[config.mk]
export PLATFORM = sky130hd
export DESIGN_NAME = ocm_top
export DESIGN_NICKNAME = d
export VERILOG_FILES = /design/src/ocm_pkg.sv /design/src/ocm_cmp_if.sv /design/src/ocm_top.sv /design/src/ocm_cmp_slot.sv
export SDC_FILE = /design/constraint.sdc
export NUM_CORES = 1
export LEC_CHECK = 0
export BUFFER_PORTS_ARGS = -buffer_cell sky130_fd_sc_hd__buf_4
export CORE_AREA = 5 5 117 119
export DETAILED_ROUTE_END_ITERATION = 7
export DIE_AREA = 0 0 122 124
export GPL_TIMING_DRIVEN = 0
export PLACE_DENSITY = 0.47
export REMOVE_ABC_BUFFERS = 1
export SYNTH_ARGS = -nofsm -noshare
export SYNTH_HDL_FRONTEND = slang
export SYNTH_SLANG_ARGS = --single-unit
[constraint.sdc]
create_clock -name clk_in -period 2.4 [get_ports clk_in]
set_input_delay 0.48 -clock clk_in [delete_from_list [all_inputs] [get_ports clk_in]]
set_output_delay 0.48 -clock clk_in [all_outputs]
set_load 0.005 [all_outputs]
[src/ocm_pkg.sv]
// Purpose: shared constants and types of the output compare channel
// Assumes: 16-bit timer count and compare values
// Notes: mode codes follow the 3-bit mode field of the first control word
package ocm_pkg;
  // ----------------------------------------------------------------
  // widths and field positions
  // ----------------------------------------------------------------
  localparam int CMP_W = 16;
  localparam int CTRL_W = 16;
  localparam int MODE_W = 3;
  localparam int MODE_LSB = 0;

  // ----------------------------------------------------------------
  // mode codes
  // ----------------------------------------------------------------
  localparam logic [MODE_W-1:0] MODE_OFF = 3'h0;
  localparam logic [MODE_W-1:0] MODE_SS_HIGH = 3'h1;
  localparam logic [MODE_W-1:0] MODE_SS_LOW = 3'h2;
  localparam logic [MODE_W-1:0] MODE_TOGGLE = 3'h3;
  localparam logic [MODE_W-1:0] MODE_DUAL_ONE = 3'h4;
  localparam logic [MODE_W-1:0] MODE_DUAL_CONT = 3'h5;
  localparam logic [MODE_W-1:0] MODE_PWM_EDGE = 3'h6;
  localparam logic [MODE_W-1:0] MODE_PWM_CENTRE = 3'h7;

  // ----------------------------------------------------------------
  // reset values and timebase
  // ----------------------------------------------------------------
  localparam logic [CMP_W-1:0] CMP_RST = 16'h0000;
  localparam logic [CMP_W-1:0] TMR_ZERO = 16'h0000;
  localparam logic OUT_RST = 1'b0;
  localparam logic [MODE_W-1:0] MODE_RST = 3'h0;

  // ----------------------------------------------------------------
  // sequencing state
  // ----------------------------------------------------------------
  typedef enum logic [3:0] {
    OCM_ST_IDLE = 4'h1,
    OCM_ST_WAIT_PRI = 4'h2,
    OCM_ST_WAIT_SEC = 4'h4,
    OCM_ST_DONE = 4'h8
  } ocm_state_t;
endpackage

[src/ocm_cmp_if.sv]
// Purpose: link between the channel control and one comparator slot
// Assumes: one clock domain
// Notes: ctrl drives writes and loads, slot answers with its active value
`timescale 1ns/1ps
interface ocm_cmp_if;
  import ocm_pkg::*;
  logic wr;
  logic [CMP_W-1:0] wdata;
  logic pwm;
  logic load;
  logic [CMP_W-1:0] count;
  logic [CMP_W-1:0] active;
  logic [CMP_W-1:0] buffered;
  logic match;
  modport ctrl (output wr, wdata, pwm, load, count, input active, buffered, match);
  modport slot (input wr, wdata, pwm, load, count, output active, buffered, match);
endinterface

[src/ocm_top.sv]
// Purpose: mode decode and pin drive of one output compare channel
// Assumes: timer_tick_in marks each cycle in which the timer count is new
// Notes: a mode change re-initialises the pin and sequence
`timescale 1ns/1ps
// Summary of operation
// - mode comes from the lowest three bits of control word one
// - mode zero keeps the channel idle with no compare events
// - mode 001 starts low and goes high once on primary match
// - mode 010 starts high and goes low once on primary match
// - mode 011 toggles the pin on every primary match
// - mode 100 starts low, toggles on primary then secondary match, once
// - mode 101 starts low, toggles on alternating primary and secondary matches
// - mode 110 raises at count zero and lowers on primary match
// - mode 111 raises on primary match and lowers on secondary match
// - compare writes are buffered only in pwm modes, direct otherwise
module ocm_top
  import ocm_pkg::*;
(
  input wire logic clk_in,                                    // 200 MHz clock
  input wire logic arst_n_in,                                 // async reset, active low
  input wire logic [ocm_pkg::CTRL_W-1:0] compare_control_one_in, // control word one
  input wire logic [ocm_pkg::CMP_W-1:0] compare_timer_count_in,  // timebase count
  input wire logic timer_tick_in,                             // count advanced this cycle
  input wire logic primary_wr_in,                             // primary value write strobe
  input wire logic [ocm_pkg::CMP_W-1:0] primary_compare_value_in, // primary write data
  input wire logic secondary_wr_in,                           // secondary value write strobe
  input wire logic [ocm_pkg::CMP_W-1:0] secondary_compare_value_in, // secondary write data
  output logic compare_output_pin_out,                        // compare pin
  output logic channel_active_out                             // channel enabled
);
  import ocm_pkg::*;

  // ----------------------------------------------------------------
  // decode
  // ----------------------------------------------------------------
  ocm_cmp_if pri_bus ();
  ocm_cmp_if sec_bus ();

  logic [MODE_W-1:0] mode_r;
  logic out_r;
  logic out_nxt;
  ocm_state_t st_r;
  ocm_state_t st_nxt;
  wire [MODE_W-1:0] mode_sel = compare_control_one_in[MODE_LSB +: MODE_W];
  wire mode_new = (mode_sel != mode_r);
  wire is_pwm = (mode_sel == MODE_PWM_EDGE) || (mode_sel == MODE_PWM_CENTRE);
  wire at_zero = (compare_timer_count_in == TMR_ZERO);
  wire boundary = timer_tick_in && at_zero;
  wire pri_hit = timer_tick_in && pri_bus.match;
  wire sec_hit = timer_tick_in && sec_bus.match;

  assign pri_bus.wr = primary_wr_in;
  assign pri_bus.wdata = primary_compare_value_in;
  assign pri_bus.pwm = is_pwm;
  assign pri_bus.load = boundary;
  assign pri_bus.count = compare_timer_count_in;
  assign sec_bus.wr = secondary_wr_in;
  assign sec_bus.wdata = secondary_compare_value_in;
  assign sec_bus.pwm = is_pwm;
  assign sec_bus.load = boundary;
  assign sec_bus.count = compare_timer_count_in;

  ocm_cmp_slot u_pri (
    .clk_in(clk_in),
    .arst_n_in(arst_n_in),
    .cmp_bus(pri_bus)
  );

  ocm_cmp_slot u_sec (
    .clk_in(clk_in),
    .arst_n_in(arst_n_in),
    .cmp_bus(sec_bus)
  );

  // ----------------------------------------------------------------
  // sequencing
  // ----------------------------------------------------------------
  // a mode change wins over any match in the same cycle
  always_comb begin
    out_nxt = out_r;
    st_nxt = st_r;
    if (mode_sel == MODE_OFF) begin
      out_nxt = OUT_RST;
      st_nxt = OCM_ST_IDLE;
    end else if (mode_new) begin
      out_nxt = (mode_sel == MODE_SS_LOW);
      st_nxt = OCM_ST_WAIT_PRI;
    end else begin
      unique case (mode_sel)
        MODE_SS_HIGH, MODE_SS_LOW: begin
          if ((st_r == OCM_ST_WAIT_PRI) && pri_hit) begin
            out_nxt = (mode_sel == MODE_SS_HIGH);
            st_nxt = OCM_ST_DONE;
          end
        end
        MODE_TOGGLE: begin
          if (pri_hit) begin
            out_nxt = !out_r;
          end
        end
        MODE_DUAL_ONE, MODE_DUAL_CONT: begin
          if ((st_r == OCM_ST_WAIT_PRI) && pri_hit) begin
            out_nxt = !out_r;
            st_nxt = OCM_ST_WAIT_SEC;
          end else if ((st_r == OCM_ST_WAIT_SEC) && sec_hit) begin
            out_nxt = !out_r;
            st_nxt = (mode_sel == MODE_DUAL_ONE) ? OCM_ST_DONE : OCM_ST_WAIT_PRI;
          end
        end
        MODE_PWM_EDGE: begin
          // a zero duty value keeps the pin low, so the lower wins
          if (pri_hit) begin
            out_nxt = 1'b0;
          end else if (boundary) begin
            out_nxt = 1'b1;
          end
        end
        MODE_PWM_CENTRE: begin
          if (sec_hit) begin
            out_nxt = 1'b0;
          end else if (pri_hit) begin
            out_nxt = 1'b1;
          end
        end
        default: begin
          out_nxt = OUT_RST;
          st_nxt = OCM_ST_IDLE;
        end
      endcase
    end
  end

  always_ff @(posedge clk_in or negedge arst_n_in) begin
    if (!arst_n_in) begin
      mode_r <= MODE_RST;
      out_r <= OUT_RST;
      st_r <= OCM_ST_IDLE;
    end else begin
      mode_r <= mode_sel;
      out_r <= out_nxt;
      st_r <= st_nxt;
    end
  end

  assign compare_output_pin_out = out_r;
  assign channel_active_out = (mode_r != MODE_OFF);

  // ----------------------------------------------------------------
  // checks
  // ----------------------------------------------------------------
  wire hold = !mode_new;

  property p_off;
    @(posedge clk_in) disable iff (!arst_n_in)
    (mode_sel == MODE_OFF) |=> !out_r && (st_r == OCM_ST_IDLE) && !channel_active_out;
  endproperty
  a_off: assert property (p_off) else $error("disabled channel drove pin");

  property p_ss_high;
    @(posedge clk_in) disable iff (!arst_n_in)
    (mode_new && mode_sel == MODE_SS_HIGH) |=> !out_r && (st_r == OCM_ST_WAIT_PRI);
  endproperty
  a_ss_high: assert property (p_ss_high) else $error("single shot high did not start low");

  property p_ss_high_fire;
    @(posedge clk_in) disable iff (!arst_n_in)
    (hold && mode_sel == MODE_SS_HIGH && st_r == OCM_ST_WAIT_PRI && pri_hit) |=>
      out_r && (st_r == OCM_ST_DONE);
  endproperty
  a_ss_high_fire: assert property (p_ss_high_fire) else $error("single shot high did not fire");

  property p_ss_low;
    @(posedge clk_in) disable iff (!arst_n_in)
    (hold && mode_sel == MODE_SS_LOW && st_r == OCM_ST_WAIT_PRI && pri_hit) |=>
      !out_r && (st_r == OCM_ST_DONE) ##1 (hold && mode_sel == MODE_SS_LOW) [*1] |=> !out_r;
  endproperty
  a_ss_low: assert property (p_ss_low) else $error("single shot low failed");

  property p_toggle;
    @(posedge clk_in) disable iff (!arst_n_in)
    (hold && mode_sel == MODE_TOGGLE && pri_hit) |=> (out_r != $past(out_r));
  endproperty
  a_toggle: assert property (p_toggle) else $error("toggle mode missed a match");

  property p_dual_one;
    @(posedge clk_in) disable iff (!arst_n_in)
    (hold && mode_sel == MODE_DUAL_ONE && st_r == OCM_ST_DONE) |=> $stable(out_r);
  endproperty
  a_dual_one: assert property (p_dual_one) else $error("single pulse repeated");

  property p_dual_cont;
    @(posedge clk_in) disable iff (!arst_n_in)
    (hold && mode_sel == MODE_DUAL_CONT && st_r == OCM_ST_WAIT_SEC && sec_hit) |=>
      (st_r == OCM_ST_WAIT_PRI) && (out_r != $past(out_r));
  endproperty
  a_dual_cont: assert property (p_dual_cont) else $error("pulse train did not rearm");

  property p_pwm_edge;
    @(posedge clk_in) disable iff (!arst_n_in)
    (hold && mode_sel == MODE_PWM_EDGE && boundary && !pri_hit) |=> out_r;
  endproperty
  a_pwm_edge: assert property (p_pwm_edge) else $error("edge pwm not raised at zero");

  property p_pwm_centre;
    @(posedge clk_in) disable iff (!arst_n_in)
    (hold && mode_sel == MODE_PWM_CENTRE && sec_hit) |=> !out_r;
  endproperty
  a_pwm_centre: assert property (p_pwm_centre) else $error("centre pwm not lowered");

  property p_buffered;
    @(posedge clk_in) disable iff (!arst_n_in)
    (is_pwm && primary_wr_in && !boundary) |=> $stable(pri_bus.active);
  endproperty
  a_buffered: assert property (p_buffered) else $error("pwm write bypassed buffer");

  property p_direct;
    @(posedge clk_in) disable iff (!arst_n_in)
    (!is_pwm && secondary_wr_in) |=> (sec_bus.active == $past(secondary_compare_value_in));
  endproperty
  a_direct: assert property (p_direct) else $error("direct write did not land");

  property p_load;
    @(posedge clk_in) disable iff (!arst_n_in)
    (is_pwm && boundary) |=> (pri_bus.active == $past(pri_bus.buffered))
      && (sec_bus.active == $past(sec_bus.buffered));
  endproperty
  a_load: assert property (p_load) else $error("boundary load missed");

  c_toggle: cover property (@(posedge clk_in) disable iff (!arst_n_in)
    hold && mode_sel == MODE_TOGGLE && pri_hit);
  c_pulse_done: cover property (@(posedge clk_in) disable iff (!arst_n_in)
    hold && mode_sel == MODE_DUAL_ONE && st_r == OCM_ST_DONE);
  c_edge_pwm: cover property (@(posedge clk_in) disable iff (!arst_n_in)
    hold && mode_sel == MODE_PWM_EDGE && boundary ##[1:100] pri_hit);
  c_centre_load: cover property (@(posedge clk_in) disable iff (!arst_n_in)
    mode_sel == MODE_PWM_CENTRE && boundary && primary_wr_in);
endmodule

[src/ocm_cmp_slot.sv]
// Purpose: one compare value with its write buffer and comparator
// Assumes: load is a one-cycle pulse at the period boundary
// Notes: outside pwm a write reaches the comparator at once
`timescale 1ns/1ps
module ocm_cmp_slot
  import ocm_pkg::*;
(
  input wire logic clk_in,    // channel clock
  input wire logic arst_n_in, // async reset, active low
  ocm_cmp_if.slot cmp_bus     // control side
);
  logic [CMP_W-1:0] buf_r;
  logic [CMP_W-1:0] act_r;
  logic [CMP_W-1:0] act_nxt;
  logic [CMP_W-1:0] buf_nxt;

  // ----------------------------------------------------------------
  // buffer and active value
  // ----------------------------------------------------------------
  // the load copies the old buffer so a write in the boundary cycle waits a period
  assign buf_nxt = cmp_bus.wr ? cmp_bus.wdata : buf_r;
  assign act_nxt = (!cmp_bus.pwm && cmp_bus.wr) ? cmp_bus.wdata :
                   (cmp_bus.pwm && cmp_bus.load) ? buf_r : act_r;

  always_ff @(posedge clk_in or negedge arst_n_in) begin
    if (!arst_n_in) begin
      buf_r <= CMP_RST;
      act_r <= CMP_RST;
    end else begin
      buf_r <= buf_nxt;
      act_r <= act_nxt;
    end
  end

  assign cmp_bus.active = act_r;
  assign cmp_bus.buffered = buf_r;
  assign cmp_bus.match = (cmp_bus.count == act_r);
endmodule

* After elaboration in Yosys (flattened, before gate mapping)
Index checks and enable logic that the tools add are counted.
** Word-level totals
- Register bits after elaboration :: 72
- Input bits :: 69
- Output and inout bits :: 2
- Logic and storage cells :: 68
** Operators by class
- Eq/ne operators :: 18
- Multiplexer cells :: 22
- Reduce and logical (&&, ||, !) cells :: 21
** Operators with widths (count)
- 2-to-1 mux 16 bit :: 4
- == test 16 bit :: 2
- 2-to-1 mux 4 bit :: 6
- logical NOT 16 bit :: 1
- == test 3 bit (second input constant) :: 4
- case mux 4 bit (3 select lines) :: 1
- 2-to-1 mux 1 bit :: 10
- logical AND 1 bit :: 8
- inequality test 4 bit (second input constant) :: 2
- == test 3 x 2 -> 1 bit (second input constant) :: 2
- inequality test 5 x 3 -> 1 bit (second input constant) :: 1
- inequality test 5 x 4 -> 1 bit (second input constant) :: 1
- inequality test 5 bit (second input constant) :: 1
- case mux 1 bit (5 select lines) :: 1
- AND reduction 5 bit :: 1
- == test 4 x 2 -> 1 bit (second input constant) :: 1
- == test 4 x 3 -> 1 bit (second input constant) :: 1
- nonzero test 2 bit :: 2
- OR reduction 2 bit :: 2
- == test 3 x 1 -> 1 bit (second input constant) :: 1
- logical NOT 3 bit :: 1
- inequality test 3 x 1 -> 1 bit (second input constant) :: 1
- inequality test 3 bit :: 1
- AND reduction 3 bit :: 1
- 4 further kinds :: 5

* Logic depth before layout (Yosys ltp)
- Depth in word-level cells :: 8
- Mapped depth :: 9
- Depth with buffers taken out :: 7

* Hierarchy
A second synthesis with hierarchy kept.
** Unflattened totals
- Cells, all modules :: 316
- Area, all modules :: 3733.6 um^2
** Modules (own cells, without submodules)
- ocm_cmp_slot :: times used 2, cells an instance 125, area an instance 1556.5 um^2
- ocm_top :: times used 1, cells an instance 66, area an instance 620.6 um^2

* Worst setup path after synthesis
Ideal clock, no wire load.
- Kind :: input to register
- From :: input port compare_timer_count_in[13] (netlist bit)
- To :: register out_r (netlist: compare_output_pin_out)
- Library setup time :: 0.128 ns
- Arrival :: 1.949 ns
- Slack :: 0.324 ns
- Cell stages on the path :: 6
- Cell sequence :: or3_4 -> or3_1 -> a21oi_1 -> a21oi_1 -> a41oi_1 -> mux2_1
** On the way
- Longest elaborated chain between the ends :: 7
- Elaborated cells between the ends (all ways) :: 20
- Those cells by class :: eq/ne: 7; mux: 6; reduce/logical: 7
** RTL lines
- start, declared :: RTL line ocm_top.sv:22 : input wire logic [ocm_pkg::CMP_W-1:0] compare_timer_count_in,
- == test 16 bit :: RTL line ocm_cmp_slot.sv:37 : assign cmp_bus.match = (cmp_bus.count == act_r);
- logical AND 1 bit :: RTL line ocm_top.sv:49 : wire pri_hit = timer_tick_in && pri_bus.match;
- logical AND 1 bit :: RTL line ocm_top.sv:91, ocm_top.sv:102
- 2-to-1 mux 1 bit :: RTL line ocm_top.sv:102 : if ((st_r == OCM_ST_WAIT_PRI) && pri_hit) begin
- case mux 1 bit (5 select lines) :: RTL line ocm_top.sv:89 : unique case (mode_sel)
- 2-to-1 mux 1 bit :: RTL line ocm_top.sv:85 : end else if (mode_new) begin
- 2-to-1 mux 1 bit :: RTL line ocm_top.sv:82 : if (mode_sel == MODE_OFF) begin
- end signal, assigned :: RTL line ocm_top.sv:140 : out_r <= out_nxt;
- end, declared :: RTL line ocm_top.sv:40 : logic out_r;
Parallel ways exist; a longest one is shown, timed or not.
A chain may end at the register's enable or synchronous reset.

* Worst setup path after layout
- From :: register u_pri.act_r[15] (netlist: u_pri.cmp_bus.active[15])
- To :: register out_r (netlist: compare_output_pin_out)
** On the way
- Longest elaborated chain between the ends :: 7
- Elaborated cells between the ends (all ways) :: 14
- Those cells by class :: eq/ne: 6; mux: 5; reduce/logical: 3
** RTL lines
- start, declared :: RTL line ocm_cmp_slot.sv:13 : logic [CMP_W-1:0] act_r;
- start signal, assigned :: RTL line ocm_cmp_slot.sv:31 : act_r <= act_nxt;
- == test 16 bit * :: RTL line ocm_cmp_slot.sv:37
- logical AND 1 bit * :: RTL line ocm_top.sv:49
- logical AND 1 bit :: RTL line ocm_top.sv:91, ocm_top.sv:102
- 2-to-1 mux 1 bit :: RTL line ocm_top.sv:102
- case mux 1 bit (5 select lines) :: RTL line ocm_top.sv:89
- 2-to-1 mux 1 bit :: RTL line ocm_top.sv:85
- 2-to-1 mux 1 bit :: RTL line ocm_top.sv:82
Every way passes the cells marked *; elsewhere a longest branch is shown, timed or not.

==> impl_metrics.py <==
metrics = {
    "cts": {
        "path_clk_slew_ns": 0.06,
        "cts.sinks": 72,
        "clockBufferDepth": 2,
        "htreeDepth": 3,
        "cts_tree": "built",
        "post-cts-setup-buffers": 0,
        "holdBufCountCts": 0,
        "clk-insertion-delay-late_ns": 0.33,
        "cts-root-buf": "clkbuf_16",
        "numCtsBuffers": 9,
    },
    "hold_path": {
        "hold_class": "input pin to asynchronous set/reset pin",
    },
    "die": {
        "floorplan.initialDensity": 0.292,
        "die_w_um": 122,
        "rows": 41,
        "core_um2": 12500,
        "die-area_um2": 15100,
        "fp.dieH_um": 124,
        "ioPinCount": 71,
    },
    "placement": {
        "place_inst": 555,
        "dpl.hpwl_um": 6570,
        "place_congestion": 0.821,
        "numPortBuffers": 57,
        "placed_cell_area_um2": 4250,
    },
    "yosys": {
        "ys.flop_type": "dfrtp_1",
        "ys_warn_count": 0,
        "syn_avg_cell_area_um2": 10.7,
        "synth-edff-count": 0,
        "async_flop_share": 1.00,
        "ys_seq_area_frac": 0.495,
        "synthDistinctLibCells": 44,
        "synthesis.instances": 341,
        "synthesis.area_um2": 3640,
        "synth_seq_cells": 72,
    },
    "worst_setup_path": {
        "critPathRequiredTime_ns": 2.61,
        "r2r_slack_ns": 0.22,
        "critPathKind": "register to register",
        "timing.rr.start": "u_pri.cmp_bus.active[15]",
        "reg2regPathDepth": 7,
        "crit_fanout": 5,
        "cp-end-kind": "register",
        "critPathLaunchType": "register",
        "critPathArrivalTime_ns": 2.39,
        "path_cells": "xor2_1, nor4_1, and3_1, nand4_1, a21boi_0, a41oi_1, mux2_1",
        "path_buf_inv": 0,
        "slowest_delay_ns": 0.39,
        "r2r-end": "compare_output_pin_out",
        "slowest_stage": "dfrtp_1",
        "crit_family": "simple AND/OR/NAND/NOR gates",
    },
    "sta": {
        "worstMarginPinSlew_ns": 0.973,
        "slew_violations": 0,
        "hold_viol": 0,
        "fin_crit_sh": 0.910,
        "min_period_ns": 2.18,
        "tns_ns": 0,
        "setup_viol": 0,
        "relSlewSlack": 0.351,
        "fmax_mhz": 458,
        "rsz0062_at_grt": "no",
        "finClkSkew_ns": 0.00414,
    },
    "power": {
        "p_total_w": 0.00309,
        "worst_ir_drop_vdd_mv": 0.251,
        "p_leak_nw": 1.88,
        "power_density_nw_per_um2": 684,
    },
    "cells_and_area": {
        "layout-drive-gt1-share": 0.283,
        "diodes": 0,
        "n_fill_cell": 1274,
        "instances_no_fill": 571,
        "final_nets": 463,
        "stdcell_area_um2": 4520,
        "final_util": 0.363,
        "seqCellArea_um2": 1800,
        "multi_input_area_um2": 1750,
        "area.growth.synth_to_final_pct": 24.1,
    },
    "route": {
        "route.detailed.drc": 0,
        "via_per_inst": 4.75,
        "drt_iter0_markers": 173,
        "wl_um": 9060,
        "routedWlPerCell_um": 15.9,
        "ant_nets": 0,
        "vias": 2711,
        "firstDrtPassIters": 5,
    },
    "flow_run": {
        "drv_cap": 0,
    },
    "global_routing": {
        "grt_usage": 0.129,
        "grt_pass1_vias": 2856,
        "grt_start_max_net_pins": 73,
        "grt_pass1_wl_um": 15000,
        "grt-ovfl-total": 0,
        "antenna_found_initial": 0,
    },
    "run_status": {
        "status": "completed",
    },
}
routing by layer:
layer  routed length (µm)  GRT usage  vias up
met4                  158     0.0448        0
met2                 4070      0.200       70
li1                     -          -     1312
met3                  437     0.0368       17
met1                 4400      0.174     1312
met5                    0          0        -
power by group:
group	switching (W)	total [W]	internal [W]	leakage (nW)
clock	0.000490	0.00121	0.000721	0.136
combinational	0.000222	0.000456	0.000234	0.885
sequential	0.0000849	0.00143	0.00134	0.861
total	0.000797	0.00309	0.00230	1.88
Yosys cell counts, types with 2 or more instances:
cell type | number | area, µm²
xnor2_1 | 27 | 236
o21ai_0 | 13 | 65.1
mux2_2 | 33 | 372
and3_1 | 3 | 18.8
nor3b_1 | 2 | 15.0
nor4b_1 | 6 | 52.6
clkbuf_1 | 12 | 45.0
a22oi_1 | 13 | 97.6
nand3_1 | 2 | 10.0
buf_1 | 3 | 11.3
nand4_1 | 5 | 31.3
nor2b_1 | 3 | 18.8
inv_1 | 3 | 11.3
o22ai_1 | 4 | 25.0
xor2_1 | 8 | 70.1
nor2_1 | 10 | 37.5
buf_6 | 2 | 22.5
nor3_1 | 3 | 15.0
a21oi_1 | 5 | 25.0
and2_1 | 2 | 12.5
dfrtp_1 | 71 | 1780
nor4_1 | 3 | 18.8
o21ai_1 | 13 | 65.1
mux2i_1 | 17 | 170
or3_1 | 3 | 18.8
nand2_1 | 57 | 214
state kept, by name (all words and copies together), names as in the netlist:
register and count:
u_pri.cmp_bus.active 16, u_sec.cmp_bus.active 16, u_pri.cmp_bus.buffered 16, compare_output_pin_out 1
u_sec.cmp_bus.buffered 16, mode_r 3, st_r 4
worst reg2reg max path, stage by stage, from the launching register on:
cell,delay (ns)
dfrtp_1,0.39
xor2_1,0.18
nor4_1,0.30
and3_1,0.20
nand4_1,0.23
a21boi_0,0.24
a41oi_1,0.20
mux2_1,0.34
worst max-delay path by stage:
| stage | end | slack [ns] | cells past startpoint | startpoint |
|---|---|---|---|---|
| detailed placement | u_sec.cmp_bus.active[2] | -0.11 | 7 | compare_timer_count_in[13] |
| global placement | u_pri.cmp_bus.active[14] | -1.58 | 6 | compare_timer_count_in[13] |
| global route | compare_output_pin_out | 0.04 | 7 | u_sec.cmp_bus.active[5] |
| floorplan | u_pri.cmp_bus.active[10] | -0.47 | 5 | compare_timer_count_in[13] |
| CTS | compare_output_pin_out | 0.15 | 6 | st_r[0] |
| finish | compare_output_pin_out | 0.22 | 7 | u_pri.cmp_bus.active[15] |
area by class of cell:
class,instances,area share
inverter,3,0.00249
clock inverter,4,0.00443
clock buffer,12,0.0545
tap,172,0.0476
multi-input combinational,248,0.388
sequential,72,0.399
timing repair buffer,60,0.105
metrics by stage:
step	worst slack, ns	hold WS [ns]
floorplan	-0.472	0.184
global placement	-1.58	0.470
detailed placement	-0.114	0.477
CTS	0.149	0.334
global route	0.0416	0.367
finish	0.215	0.299
logic make-up after synthesis:
logic type / count (synthesis) / share of synthesized area
simple gates: 104 / 0.143
compound gates: 58 / 0.101
flops: 72 / 0.495
mux: 51 / 0.152
xor+xnor: 35 / 0.0841
buf+inv: 21 / 0.0261
placed cells by master, fill, tap and decap left out, drive strengths merged, types with 2 or more instances in the layout:
cell type / netlist / layout
o22ai: 4 / 4
nand3: 2 / 2
clkbuf: 12 / 12
and3: 3 / 3
nand4: 5 / 5
xnor2: 27 / 27
or3: 4 / 4
a22oi: 13 / 13
xor2: 8 / 8
clkinv: 0 / 4
nor3: 3 / 3
buf: 6 / 60
mux2i: 17 / 17
and2: 2 / 2
mux2: 34 / 34
dfrtp: 71 / 71
a21oi: 5 / 5
nand2: 57 / 57
nor4b: 6 / 6
nor4: 4 / 4
inv: 3 / 3
nor2b: 3 / 3
nor3b: 2 / 2
nor2: 10 / 10
o21ai: 26 / 26
timing repair:
item,4_1_cts,5_1_grt
hold endpoints to repair,0,0
gates resized for setup,0,1
endpoints found under the setup margin,0,1
No activity file was read; power rests on OpenSTA's default activity.
